File: src/include/ddr_host_defines.svh
`ifndef DDR_HOST_DEFINES_SVH
`define DDR_HOST_DEFINES_SVH

// Widths
`define DQ_W        8
`define BL          4
`define PAIR_W      2
`define BANKS       4
`define BA_W        2
`define ROW_W       14
`define AP_BIT      10

// System clock and link clock divider
`define CLK_NS      5
`define CK_DIV      4
`define PH_TICK     2'h2
`define PH_SHOWN    2'h3
`define PH_CK_HI0   2'h0
`define PH_CK_HI1   2'h1

// Default device timing (ns) and read latency (CK cycles)
`define CL_CK       2
`define T_RCD_NS    15
`define T_RP_NS     15
`define T_RC_NS     55
`define T_RAS_NS    40
`define T_WR_NS     15
`define T_WTR_NS    10

// Write burst pin timing, in system cycles after the command shows
`define WR_OE_S     4
`define WR_DQ_S     5
`define WR_DQS_S    6
`define WR_POST     2

// Command codes {cs_n, ras_n, cas_n, we_n}
`define CMD_DESEL   4'hF
`define CMD_NOP     4'h7
`define CMD_ACT     4'h3
`define CMD_RD      4'h5
`define CMD_WR      4'h4
`define CMD_BST     4'h6
`define CMD_PRE     4'h2

`endif

File: src/include/ddr_host_pkg.sv
`include "ddr_host_defines.svh"

package ddr_host_pkg;

    typedef struct packed {
        logic                     write;
        logic                     auto_pre;
        logic [`BA_W-1:0]         bank;
        logic [`ROW_W-1:0]        row;
        logic [`ROW_W-1:0]        col;
        logic [`PAIR_W-1:0]       pairs;
        logic [`BL-1:0]           wmask;
        logic [`BL*`DQ_W-1:0]     wdata;
    } req_s;

    typedef struct packed {
        logic [3:0]               code;
        logic [`BA_W-1:0]         ba;
        logic [`ROW_W-1:0]        addr;
    } cmd_s;

    typedef enum logic [1:0] {
        ST_IDLE,
        ST_ISSUE,
        ST_TRUNC
    } ctl_state_e;

endpackage

File: src/ddr_host.sv
`timescale 1ns/1ps
`include "ddr_host_defines.svh"
// What this block does
// - Open a row with Active before any Read or Write to that bank.
// - Read or Write to an opened row only after tRCD.
// - Precharge before activating another row; Actives to one bank tRC apart.
// - Activating another bank while one is being accessed is allowed.
// - Reads may follow reads; spacing is at least BL/2 CK, whatever the desired data pairs.
// - Burst Terminate comes desired-pairs cycles after the Read.
// - Read burst completes or is terminated before a Write.
// - Precharge may follow or truncate a read without auto precharge.
// - No command to a precharged bank until tRP has passed.
// - Controller holds DQS low as write preamble and postamble.
// - First write DQS rise lies 75% to 125% of CK after Write.
// - Writes may follow writes; spacing is at least BL/2 + 2 CK, whatever the desired data pairs.
// - Write to Read without truncation observes tWTR.
// - A Read never truncates a write; it waits for the whole burst plus tWTR.
// - Write to Precharge observes tWR; truncated data is masked with DM.
// - A10 on Read or Write selects auto precharge for that command only.
module ddr_host
    import ddr_host_pkg::*;
#(
    parameter int CL_CK    = `CL_CK,
    parameter int T_RCD_NS = `T_RCD_NS,
    parameter int T_RP_NS  = `T_RP_NS,
    parameter int T_RC_NS  = `T_RC_NS,
    parameter int T_RAS_NS = `T_RAS_NS,
    parameter int T_WR_NS  = `T_WR_NS,
    parameter int T_WTR_NS = `T_WTR_NS
)
(
    input  wire logic                 clk_in,
    input  wire logic                 reset_n_in,
    input  wire logic                 req_valid_in,
    input  wire ddr_host_pkg::req_s   req_in,
    output logic                      req_ready_out,
    output logic                      rd_valid_out,
    output logic [`DQ_W-1:0]          rd_data_out,
    output logic                      ck_out,
    output logic                      ck_n_out,
    output logic                      cke_out,
    output ddr_host_pkg::cmd_s        cmd_out,
    input  wire logic [`DQ_W-1:0]     dq_in,
    output logic [`DQ_W-1:0]          dq_out,
    output logic                      dq_oe_n_out,
    input  wire logic                 dqs_in,
    output logic                      dqs_out,
    output logic                      dqs_oe_n_out,
    output logic                      dm_out
);
    import ddr_host_pkg::*;

    localparam int CK_NS = `CLK_NS * `CK_DIV;

    function automatic logic [7:0] ck_of(input int ns);
        int c;
        c = (ns + CK_NS - 1) / CK_NS;
        return (c < 1) ? 8'h01 : 8'(c);
    endfunction

    localparam logic [7:0] BL2      = 8'(`BL / 2);
    localparam logic [7:0] RCD_CK   = ck_of(T_RCD_NS);
    localparam logic [7:0] RP_CK    = ck_of(T_RP_NS);
    localparam logic [7:0] RC_CK    = ck_of(T_RC_NS);
    localparam logic [7:0] RAS_CK   = ck_of(T_RAS_NS);
    localparam logic [7:0] WR_CK    = ck_of(T_WR_NS);
    localparam logic [7:0] WTR_CK   = ck_of(T_WTR_NS);
    localparam logic [7:0] RD2WR_CK = 8'(CL_CK) + BL2 + 8'h01;
    localparam logic [7:0] BST2WR   = 8'(CL_CK) + 8'h01;
    localparam logic [7:0] WR2RD_CK = 8'h01 + BL2 + WTR_CK;
    localparam logic [7:0] WR2WR_CK = BL2 + 8'h02;
    localparam logic [7:0] WR2PRE   = 8'h01 + BL2 + WR_CK;
    localparam logic [5:0] WR_END   = 6'(`WR_DQS_S + 2 * `BL + `WR_POST);
    localparam int K_ACT = 0;
    localparam int K_PRE = 1;
    localparam int K_RD  = 2;
    localparam int K_WR  = 3;

    ////////////////////////////////////////////////////////////////////////////
    // Link clock: CK is clk_in divided by four; commands change at CK fall

    logic [1:0] phase;
    logic       tick;

    assign tick = (phase == `PH_TICK);

    always_ff @(posedge clk_in)
    begin
        if (!reset_n_in)
        begin
            phase    <= 2'h0;
            ck_out   <= 1'b0;
            ck_n_out <= 1'b1;
            cke_out  <= 1'b0;
        end
        else
        begin
            phase    <= phase + 2'h1;
            ck_out   <= (phase == `PH_CK_HI0) || (phase == `PH_CK_HI1);
            ck_n_out <= !((phase == `PH_CK_HI0) || (phase == `PH_CK_HI1));
            cke_out  <= 1'b1;
        end
    end

    ////////////////////////////////////////////////////////////////////////////
    // Command selection

    ctl_state_e           state;
    req_s                 req;
    logic [7:0]           trunc_cnt;
    logic [7:0]           rd_gap;
    logic [7:0]           wr_gap;
    logic [`BANKS-1:0]    bank_open;
    logic [`ROW_W-1:0]    bank_row  [`BANKS];
    logic [7:0]           ready_cnt [`BANKS];
    logic [7:0]           rc_cnt    [`BANKS];
    logic [7:0]           pre_cnt   [`BANKS];
    logic                 iss_act;
    logic                 iss_pre;
    logic                 iss_rd;
    logic                 iss_wr;
    logic                 iss_bst;
    logic [7:0]           rd_pairs;
    logic [7:0]           wr_pairs;
    cmd_s                 next_cmd;

    // Auto precharge reads cannot be terminated, so they always run full length
    assign rd_pairs = (req.pairs == '0 || req.auto_pre || 8'(req.pairs) > BL2) ?
                      BL2 : 8'(req.pairs);
    assign wr_pairs = (req.pairs == '0 || 8'(req.pairs) > BL2) ? BL2 : 8'(req.pairs);
    assign req_ready_out = tick && (state == ST_IDLE);

    always_comb
    begin
        iss_act = 1'b0;
        iss_pre = 1'b0;
        iss_rd  = 1'b0;
        iss_wr  = 1'b0;
        iss_bst = 1'b0;
        if (tick && state == ST_ISSUE && ready_cnt[req.bank] == 8'h00)
        begin
            if (bank_open[req.bank] && bank_row[req.bank] != req.row)
                iss_pre = (pre_cnt[req.bank] == 8'h00);
            else if (!bank_open[req.bank])
                iss_act = (rc_cnt[req.bank] == 8'h00);
            else if (req.write)
                iss_wr = (wr_gap == 8'h00);
            else
                iss_rd = (rd_gap == 8'h00);
        end
        if (tick && state == ST_TRUNC && trunc_cnt == 8'h00)
            iss_bst = 1'b1;
        next_cmd.code = `CMD_NOP;
        next_cmd.ba   = req.bank;
        next_cmd.addr = '0;
        if (iss_act)
        begin
            next_cmd.code = `CMD_ACT;
            next_cmd.addr = req.row;
        end
        else if (iss_pre)
            next_cmd.code = `CMD_PRE;
        else if (iss_rd || iss_wr)
        begin
            next_cmd.code = iss_wr ? `CMD_WR : `CMD_RD;
            next_cmd.addr = req.col;
            next_cmd.addr[`AP_BIT] = req.auto_pre;
        end
        else if (iss_bst)
            next_cmd.code = `CMD_BST;
    end

    always_ff @(posedge clk_in)
    begin
        if (!reset_n_in)
        begin
            state     <= ST_IDLE;
            req       <= '0;
            trunc_cnt <= 8'h00;
            cmd_out   <= '{code: `CMD_DESEL, ba: '0, addr: '0};
        end
        else if (tick)
        begin
            cmd_out <= next_cmd;
            case (state)
                ST_IDLE:
                begin
                    if (req_valid_in)
                    begin
                        req   <= req_in;
                        state <= ST_ISSUE;
                    end
                end
                ST_ISSUE:
                begin
                    if (iss_rd && rd_pairs != BL2)
                    begin
                        state     <= ST_TRUNC;
                        trunc_cnt <= rd_pairs - 8'h01;
                    end
                    else if (iss_rd || iss_wr)
                        state <= ST_IDLE;
                end
                ST_TRUNC:
                begin
                    if (iss_bst)
                        state <= ST_IDLE;
                    else
                        trunc_cnt <= trunc_cnt - 8'h01;
                end
                default:
                    state <= ST_IDLE;
            endcase
        end
    end

    ////////////////////////////////////////////////////////////////////////////
    // Data bus turnaround timers, counted in CK cycles

    always_ff @(posedge clk_in)
    begin
        if (!reset_n_in)
        begin
            rd_gap <= 8'h00;
            wr_gap <= 8'h00;
        end
        else if (iss_rd)
        begin
            rd_gap <= BL2 - 8'h01;
            wr_gap <= RD2WR_CK - 8'h01;
        end
        else if (iss_bst)
            wr_gap <= BST2WR - 8'h01;
        else if (iss_wr)
        begin
            rd_gap <= WR2RD_CK - 8'h01;
            wr_gap <= WR2WR_CK - 8'h01;
        end
        else if (tick)
        begin
            rd_gap <= (rd_gap == 8'h00) ? 8'h00 : rd_gap - 8'h01;
            wr_gap <= (wr_gap == 8'h00) ? 8'h00 : wr_gap - 8'h01;
        end
    end

    ////////////////////////////////////////////////////////////////////////////
    // Per-bank state; other banks run their own timers while one is busy

    for (genvar b = 0; b < `BANKS; b++)
    begin : g_bank
        logic sel;
        assign sel = (req.bank == `BA_W'(b));
        always_ff @(posedge clk_in)
        begin
            if (!reset_n_in)
            begin
                bank_open[b] <= 1'b0;
                bank_row[b]  <= '0;
                ready_cnt[b] <= 8'h00;
                rc_cnt[b]    <= 8'h00;
                pre_cnt[b]   <= 8'h00;
            end
            else if (sel && iss_act)
            begin
                bank_open[b] <= 1'b1;
                bank_row[b]  <= req.row;
                ready_cnt[b] <= RCD_CK - 8'h01;
                rc_cnt[b]    <= RC_CK - 8'h01;
                pre_cnt[b]   <= RAS_CK - 8'h01;
            end
            else if (sel && iss_pre)
            begin
                bank_open[b] <= 1'b0;
                ready_cnt[b] <= RP_CK - 8'h01;
            end
            else if (sel && iss_rd && req.auto_pre)
            begin
                bank_open[b] <= 1'b0;
                ready_cnt[b] <= BL2 + RP_CK - 8'h01 + pre_cnt[b];
            end
            else if (sel && iss_wr && req.auto_pre)
            begin
                bank_open[b] <= 1'b0;
                ready_cnt[b] <= WR2PRE + RP_CK - 8'h01;
            end
            else if (sel && iss_wr)
                pre_cnt[b] <= (pre_cnt[b] > WR2PRE) ? pre_cnt[b] : WR2PRE - 8'h01;
            else if (tick)
            begin
                ready_cnt[b] <= (ready_cnt[b] == 8'h00) ? 8'h00 : ready_cnt[b] - 8'h01;
                rc_cnt[b]    <= (rc_cnt[b] == 8'h00) ? 8'h00 : rc_cnt[b] - 8'h01;
                pre_cnt[b]   <= (pre_cnt[b] == 8'h00) ? 8'h00 : pre_cnt[b] - 8'h01;
            end
        end
    end

    ////////////////////////////////////////////////////////////////////////////
    // Write burst: DQS edges centred in each data element

    logic                   wr_act;
    logic [5:0]             wcnt;
    logic [5:0]             ws;
    logic [5:0]             wel;
    logic [`BL*`DQ_W-1:0]   wbuf;
    logic [`BL-1:0]         wmask;
    logic [7:0]             wpairs;

    assign ws  = wcnt + 6'h01;
    assign wel = (ws - 6'(`WR_DQ_S)) >> 1;

    always_ff @(posedge clk_in)
    begin
        if (!reset_n_in)
        begin
            wr_act <= 1'b0;
            wcnt   <= 6'h00;
            wbuf   <= '0;
            wmask  <= '0;
            wpairs <= 8'h00;
        end
        else if (iss_wr)
        begin
            wr_act <= 1'b1;
            wcnt   <= 6'h00;
            wbuf   <= req.wdata;
            wmask  <= req.wmask;
            wpairs <= wr_pairs;
        end
        else if (wr_act)
        begin
            wcnt   <= wcnt + 6'h01;
            wr_act <= (ws != WR_END);
        end
    end

    always_ff @(posedge clk_in)
    begin
        if (!reset_n_in)
        begin
            dq_out       <= '0;
            dq_oe_n_out  <= 1'b1;
            dqs_out      <= 1'b0;
            dqs_oe_n_out <= 1'b1;
            dm_out       <= 1'b1;
        end
        else
        begin
            dqs_oe_n_out <= !(wr_act && ws >= 6'(`WR_OE_S) && ws < WR_END);
            // first rise one CK after Write
            dqs_out <= wr_act && ws >= 6'(`WR_DQS_S) && ws < 6'(`WR_DQS_S + 2 * `BL)
                       && ws[1];
            dq_oe_n_out <= !(wr_act && ws >= 6'(`WR_DQ_S) && ws < 6'(`WR_DQ_S + 2 * `BL));
            if (wr_act && ws >= 6'(`WR_DQ_S) && ws < 6'(`WR_DQ_S + 2 * `BL))
            begin
                dq_out <= wbuf[wel[1:0] * `DQ_W +: `DQ_W];
                dm_out <= wmask[wel[1:0]] || (8'(wel) >= {wpairs[6:0], 1'b0});
            end
            else
                dm_out <= 1'b1;
        end
    end

    ////////////////////////////////////////////////////////////////////////////
    // Read capture; pins are synchronised before any logic looks at them

    logic [`DQ_W-1:0] dq_s1;
    logic [`DQ_W-1:0] dq_s2;
    logic             dqs_s1;
    logic             dqs_s2;
    logic             dqs_prev;
    logic [31:0]      rd_win;
    logic [31:0]      rd_new;
    logic             rd_take;

    // Element slots follow from CL and the fixed CK phase; a released strobe has
    // no known idle level, so only changes inside a slot count
    always_comb
    begin
        rd_new = '0;
        for (int j = 0; j < `BL; j++)
            if (iss_rd && j < 2 * int'(rd_pairs))
                rd_new[4 + 4 * CL_CK + 2 * j] = 1'b1;
    end

    // preamble or odd element is low, so every slot holds a strobe change
    assign rd_take = rd_win[0] && (dqs_s2 != dqs_prev);

    always_ff @(posedge clk_in)
    begin
        if (!reset_n_in)
        begin
            dq_s1    <= '0;
            dq_s2    <= '0;
            dqs_s1   <= 1'b0;
            dqs_s2   <= 1'b0;
            dqs_prev <= 1'b0;
        end
        else
        begin
            dq_s1    <= dq_in;
            dq_s2    <= dq_s1;
            dqs_s1   <= dqs_in;
            dqs_s2   <= dqs_s1;
            dqs_prev <= dqs_s2;
        end
    end

    always_ff @(posedge clk_in)
    begin
        if (!reset_n_in)
        begin
            rd_win       <= '0;
            rd_valid_out <= 1'b0;
            rd_data_out  <= '0;
        end
        else
        begin
            rd_win <= (rd_win >> 1) | rd_new;
            rd_valid_out <= rd_take;
            if (rd_take)
                rd_data_out <= dq_s2;
        end
    end

    ////////////////////////////////////////////////////////////////////////////
    // Checks

    logic [3:0] kind_iss;
    logic [7:0] since [4];
    logic [1:0] hbank [4];
    logic       wr_shown;
    logic       rw_shown;

    assign kind_iss = {iss_wr, iss_rd, iss_pre, iss_act};
    assign wr_shown = (phase == `PH_SHOWN) && (cmd_out.code == `CMD_WR);
    assign rw_shown = wr_shown || ((phase == `PH_SHOWN) && (cmd_out.code == `CMD_RD));

    for (genvar k = 0; k < 4; k++)
    begin : g_since
        always_ff @(posedge clk_in)
        begin
            if (!reset_n_in)
            begin
                since[k] <= 8'hFF;
                hbank[k] <= '0;
            end
            else if (kind_iss[k])
            begin
                since[k] <= 8'h01;
                hbank[k] <= req.bank;
            end
            else if (tick && since[k] != 8'hFF)
                since[k] <= since[k] + 8'h01;
        end
    end
endmodule

File: config.mk
export PLATFORM = sky130hd
export DESIGN_NAME = ddr_host
export DESIGN_NICKNAME = d
export VERILOG_FILES = /design/src/include/ddr_host_pkg.sv /design/src/ddr_host.sv
export VERILOG_INCLUDE_DIRS = /design/src /design/src/include
export SDC_FILE = /design/constraint.sdc
export NUM_CORES = 1
export LEC_CHECK = 0
export BUFFER_PORTS_ARGS = -buffer_cell sky130_fd_sc_hd__buf_2
export CAP_MARGIN = 20
export CORE_UTILIZATION = 49
export DETAILED_ROUTE_END_ITERATION = 6
export GPL_ROUTABILITY_DRIVEN = 0
export PLACE_DENSITY = 0.74
export SLEW_MARGIN = 20
export SYNTH_ARGS = -nofsm -noshare
export SYNTH_HDL_FRONTEND = slang
export SYNTH_SLANG_ARGS = --single-unit
File: constraint.sdc
create_clock -name clk_in -period 3.7 [get_ports clk_in]
set_clock_uncertainty 0.05 [all_clocks]
set_input_delay 0.185 -clock clk_in [delete_from_list [all_inputs] [get_ports clk_in]]
set_output_delay 0.185 -clock clk_in [all_outputs]
set_load 0.03 [all_outputs]
# Word level (Yosys, flattened, before mapping)
# Memory sizes are Yosys's and may differ from the RTL's. A register that Yosys moved wholly into a read port is not among the register bits.
# Index checks and enable logic that the tools add are counted.
# word_totals
regBits	242
latch_bits	0
mem_bits_rw	152
romBits	0
in_bits	82
output_inout_bits	45
word_cells	515
mem_count	4
# mem_list
name	depth	width	read_ports	rd_clocked_by_memory_dff	write_ports	line	text
bank_row	4	14	1	1	4	ddr_host.sv:114	logic [`ROW_W-1:0] bank_row [`BANKS];
pre_cnt	4	8	5	1	4	ddr_host.sv:117	logic [7:0] pre_cnt [`BANKS];
rc_cnt	4	8	5	1	4	ddr_host.sv:116	logic [7:0] rc_cnt [`BANKS];
ready_cnt	4	8	5	1	4	ddr_host.sv:115	logic [7:0] ready_cnt [`BANKS];
# classes
addsub	23
mul	0
n_div	0
magnitude_cmp	18
eq_ne	17
n_shift	1
n_mux	267
n_bitwise	47
n_reduce_logical	93
# ops
op	n
$mux 8	62
$mux 1	173
$logic_not 8->1	18
$sub 8x1->8 const B	15
$mux 14	7
$or 1x1->1	44
$logic_and 1x1->1	43
$add 2x8->8 const A	4
$gt 8x3->1 const B	4
$shiftx 32x6->8	1
$or 31x19->31	1
$mux 2	15
$reduce_bool 4->1	5
$ge 6x3->1 const B	3
$mux 3	6
$pmux 8 s2	1
$ne 14x14->1	1
$lt 6x4->1 const B	2
$ne 2x2->1 const B	5
$eq 2x2->1 const B	4
$logic_not 2->1	4
$reduce_and 4->1	2
$add 6x1->6 const B	1
$eq 2x1->1 const B	3
25 further kinds	42

# Longest topological paths before layout
# logic_depth
depth_word	15
ltp_mapped	12
depth_no_buf	10

# Least setup slack after synthesis
# No wires, ideal clock.
# synth_path
path_type	register -> register
startpoint	register (tool-made name)
endpoint	memory pre_cnt[2][0], enable pin
setup_ps	387
t_arrival_ps	3164
required_time_ps	3263
slack_ps	100
stages_incl_launch_ff	11
n_path_buf	3
period_less_slack_ps	3600
cell_sequence	dfxtp_1 buf_4 buf_6 mux4_2 xnor2_1 nand4_1 nor2_1 nand4b_1 or3_1 clkbuf_1 o31ai_1
# synth_lines
element	line
to (decl)	ddr_host.sv:117

==> results.yml <==
run_status:
  status: "finished, final reports clean"
synthesis:
  ys_dominant_reg_cell: "dfxtp_1"
  synth-adder-area-share_pct: 3.26
  synth_compound_area_share_pct: 11.3
  syn-cell-area_um2: 17600
  synth-xor-area-share_pct: 5.11
  synth-seq-area-share_pct: 52.0
  synth-edff-count: 152
  ys_ff_latch: 382
  syn_nets: 1976
  synth_top_family_by_area: "simple AND/OR/NAND/NOR gates"
  synth_cells: 1848
  async_reset_ff_share_pct: 0
  yosys-mux-area-fraction_pct: 4.13
  ys.warnings.count: 0
  syn_area_per_cell_um2: 9.55
  synth.lib_cells_used.distinct: 71
  yosys.area_share.simple_pct: 20.9
hold_path:
  hold_start: "req_valid_in"
  hold_depth: 5
  whs_endpoint: "req[9]"
  hp-class: "in -> reg"
die:
  num_rows: 69
  core_um2: 35500
  dieHeight_um: 192
  ios: 127
  initial_core_util_pct: 49.7
  fp.dieArea_um2: 36800
  chipWidth_um: 192
sta:
  fin_crit_sh_pct: 97.0
  final-setup-viol-count: 0
  hold_ws_ps: 329
  worst_pin_slew_ps: 1040
  setup_ws_ps: 110
  period_minus_slack_ps: 3590
  clock.fmax_mhz: 279
  max_slew_margin_pct: 29.8
  finalHoldViolations: 0
  drv_slew: 0
critical_path:
  critPathKind: "reg -> reg"
  cpPeakStageDelay_ps: 630
  crit_chain: "buf_12 > mux4_2 > xnor2_1 > nand4_1 > or4_4 > a221oi_4 > buf_4 > o21ai_2 > buf_4 > a21bo_1 > o22ai_1"
  path_buf_inv: 3
  worst_ep_required_time_ps: 3890
  r2r-end: "pre_cnt[1][0]"
  reg2regPathDepth: 11
  crit_fanout: 17
  crit_family: "simple AND/OR/NAND/NOR gates"
  crit_top_cell: "buf_4"
  end_kind: "flop"
  worstPathArrival_ps: 3780
  ff2ff_setup_slack_ps: 110
  startpoint_type: "flop"
  critical-path-slowest-cell: "or4_4"
cts:
  cts_tree: "yes"
  numCtsBuffers: 40
  clockBufferDepth: 3
  clock_latency_ps: 540
  cts.root.buffer_cell: "clkbuf_16"
  cts.sinks: 382
  cts_htree_levels: 2
  path_clk_slew_ps: 60
placement:
  placed_cells: 2425
  place_area_um2: 19200
  post-place-ws_ps: -147
  dpl.hpwl_um: 27600
  numPortBuffers: 125
cells_and_area:
  area_growth_pct: 20.8
  design_area_um2: 21300
  fin_cells: 2578
  nets: 2213
  layout-drive-gt1-share_pct: 15.6
routing:
  wirelength_um: 42900
  vias: 14200
  post_drt_wl_per_cell_um: 16.6
  drt-initial-drc-count: 1025
  ant_nets: 0
  first_pass_iters: 5
  via_per_inst: 5.51
  drc: 0
pwr:
  ir_worst_vdd_uv: 433
  power.density_nw_per_um2: 459
  p_leak_uw: 0.00813
grt:
  grt_max_degree: 107
  antenna_found_initial: 1
  grt_pass1_vias: 14100
  grt_usage_pct: 23.4
  grt_overflow: 0
  grt_pass1_wl_um: 69400
flow_run:
  drv_cap: 0
## state kept, by name (all words and copies together), names as in the netlist, 19 cells and up, named ones only
signal	flops
rd_win	19
req	67
bank_row	56
pre_cnt	32
wbuf	32
rc_cnt	32
cmd_out	20
ready_cnt	32
## worst max path at each step
stage,startpoint,endpoint,cells after the start
5_1_grt,flop,pre_cnt[0][6],9
6_report,flop,pre_cnt[1][0],11
4_1_cts,ready_cnt[0][1],pre_cnt[3][6],9
3_5_place_dp,ready_cnt[0][1],pre_cnt[2][6],8
2_1_floorplan,flop,pre_cnt[2][0],10
3_3_place_gp,flop,ready_cnt[1][0],10
## kinds of logic after synthesis
kind of cell	after synthesis
AOI/OAI and AO/OA	337
xor gates and xnor gates	103
adders and majority gates	46
buffers and inverters	150
DFF	382
muxes	44
and+or+nand+nor	786
## layout make-up
class	count	area (um2)
Multi-Input combinational cell	1316	7950
Inverter	54	209
Antenna cell	1	2.50
Timing Repair Buffer	291	2110
Fill cell	2813	14200
Sequential cell	382	9170
Clock buffer	61	1190
Clock inverter	12	95.1
Tap cell	461	577
## metrics by stage
| step | setup TNS, ps | total power [uW] | util [%] |
|---|---|---|---|
| after floorplan | 0 | 5500 | - |
| after global placement | -1400 | 5800 | 54.1 |
| after detailed placement | -1870 | 5840 | 54.1 |
| after CTS | 0 | 9790 | 59.9 |
| after global routing | -524 | 10100 | 60.0 |
| final | 0 | 9770 | 60.0 |
## Yosys cell counts, types with 5 or more instances
cell / n / area (um2)
clkbuf_1: 85 / 319
nor2_1: 152 / 571
nand2_1: 332 / 1250
buf_1: 5 / 18.8
nor3b_1: 5 / 37.5
a21oi_1: 179 / 896
nand3_1: 39 / 195
o211ai_1: 5 / 37.5
edfxtp_1: 152 / 4560
a31oi_1: 7 / 43.8
nand2b_1: 20 / 125
o22ai_1: 31 / 194
o21ai_0: 47 / 235
ha_1: 46 / 576
and3_1: 9 / 56.3
mux2i_1: 21 / 210
nand4_1: 8 / 50.1
a211oi_1: 5 / 37.5
or3_1: 9 / 56.3
nor3_1: 36 / 180
o21ai_2: 5 / 43.8
and2_1: 96 / 601
or4_1: 11 / 82.6
mux4_2: 23 / 518
o31ai_1: 6 / 45.0
dfxtp_1: 230 / 4600
inv_1: 54 / 203
xor2_1: 35 / 307
a21o_1: 10 / 75.1
a21boi_0: 5 / 37.5
xnor2_1: 68 / 596
nor2b_1: 25 / 156
nand3b_1: 6 / 45.0
nor4_1: 19 / 119
## cell usage in the layout (no fill, tap or decap), types with 31 or more instances in the layout
cell type,count
ha_1,45
clkbuf_16,42
edfxtp_1,152
o21ai_0,47
a21oi_1,179
buf_4,83
dfxtp_1,230
buf_2,125
xnor2_1,68
nand2_1,331
dlygate4sd3_1,79
nand3_1,39
xor2_1,35
nor3_1,34
nor2_1,152
and2_1,95
o22ai_1,31
inv_1,52
## worst register-to-register path: stages, from the launching register on
cell      delay, ps
dfxtp_1         350
buf_12          190
mux4_2          540
xnor2_1         170
nand4_1         220
or4_4           630
a221oi_4        300
buf_4           200
o21ai_2          70
buf_4           140
a21bo_1         310
o22ai_1         130
## repair_timing
action / CTS / global route
pin swaps: 0 / 1
buffers inserted: 0 / 0
gates resized for setup: 2 / 8
hold endpoints to repair: 84 / 0
setup endpoints to repair: 40 / 98
hold buffers: 79 / 0
## routing by layer
| layer | track usage, % | routed length, um | part of all wire (%) |
|---|---|---|---|
| met4 | 8.33 | 1110 | 2.6 |
| met1 | 29.2 | 17900 | 42 |
| met3 | 4.39 | 2780 | 6.5 |
| met5 | 0 | 0 | 0 |
| met2 | 40.2 | 21100 | 49 |
## power by group
| group | switching (uW) | total, uW | leakage (uW) | internal [uW] |
|---|---|---|---|---|
| clock | 1630 | 3930 | 0.000631 | 2290 |
| combinational | 616 | 1100 | 0.00406 | 484 |
| sequential | 166 | 4750 | 0.00345 | 4580 |
| total | 2420 | 9770 | 0.00813 | 7360 |
Power figures use the tool's default switching activity.
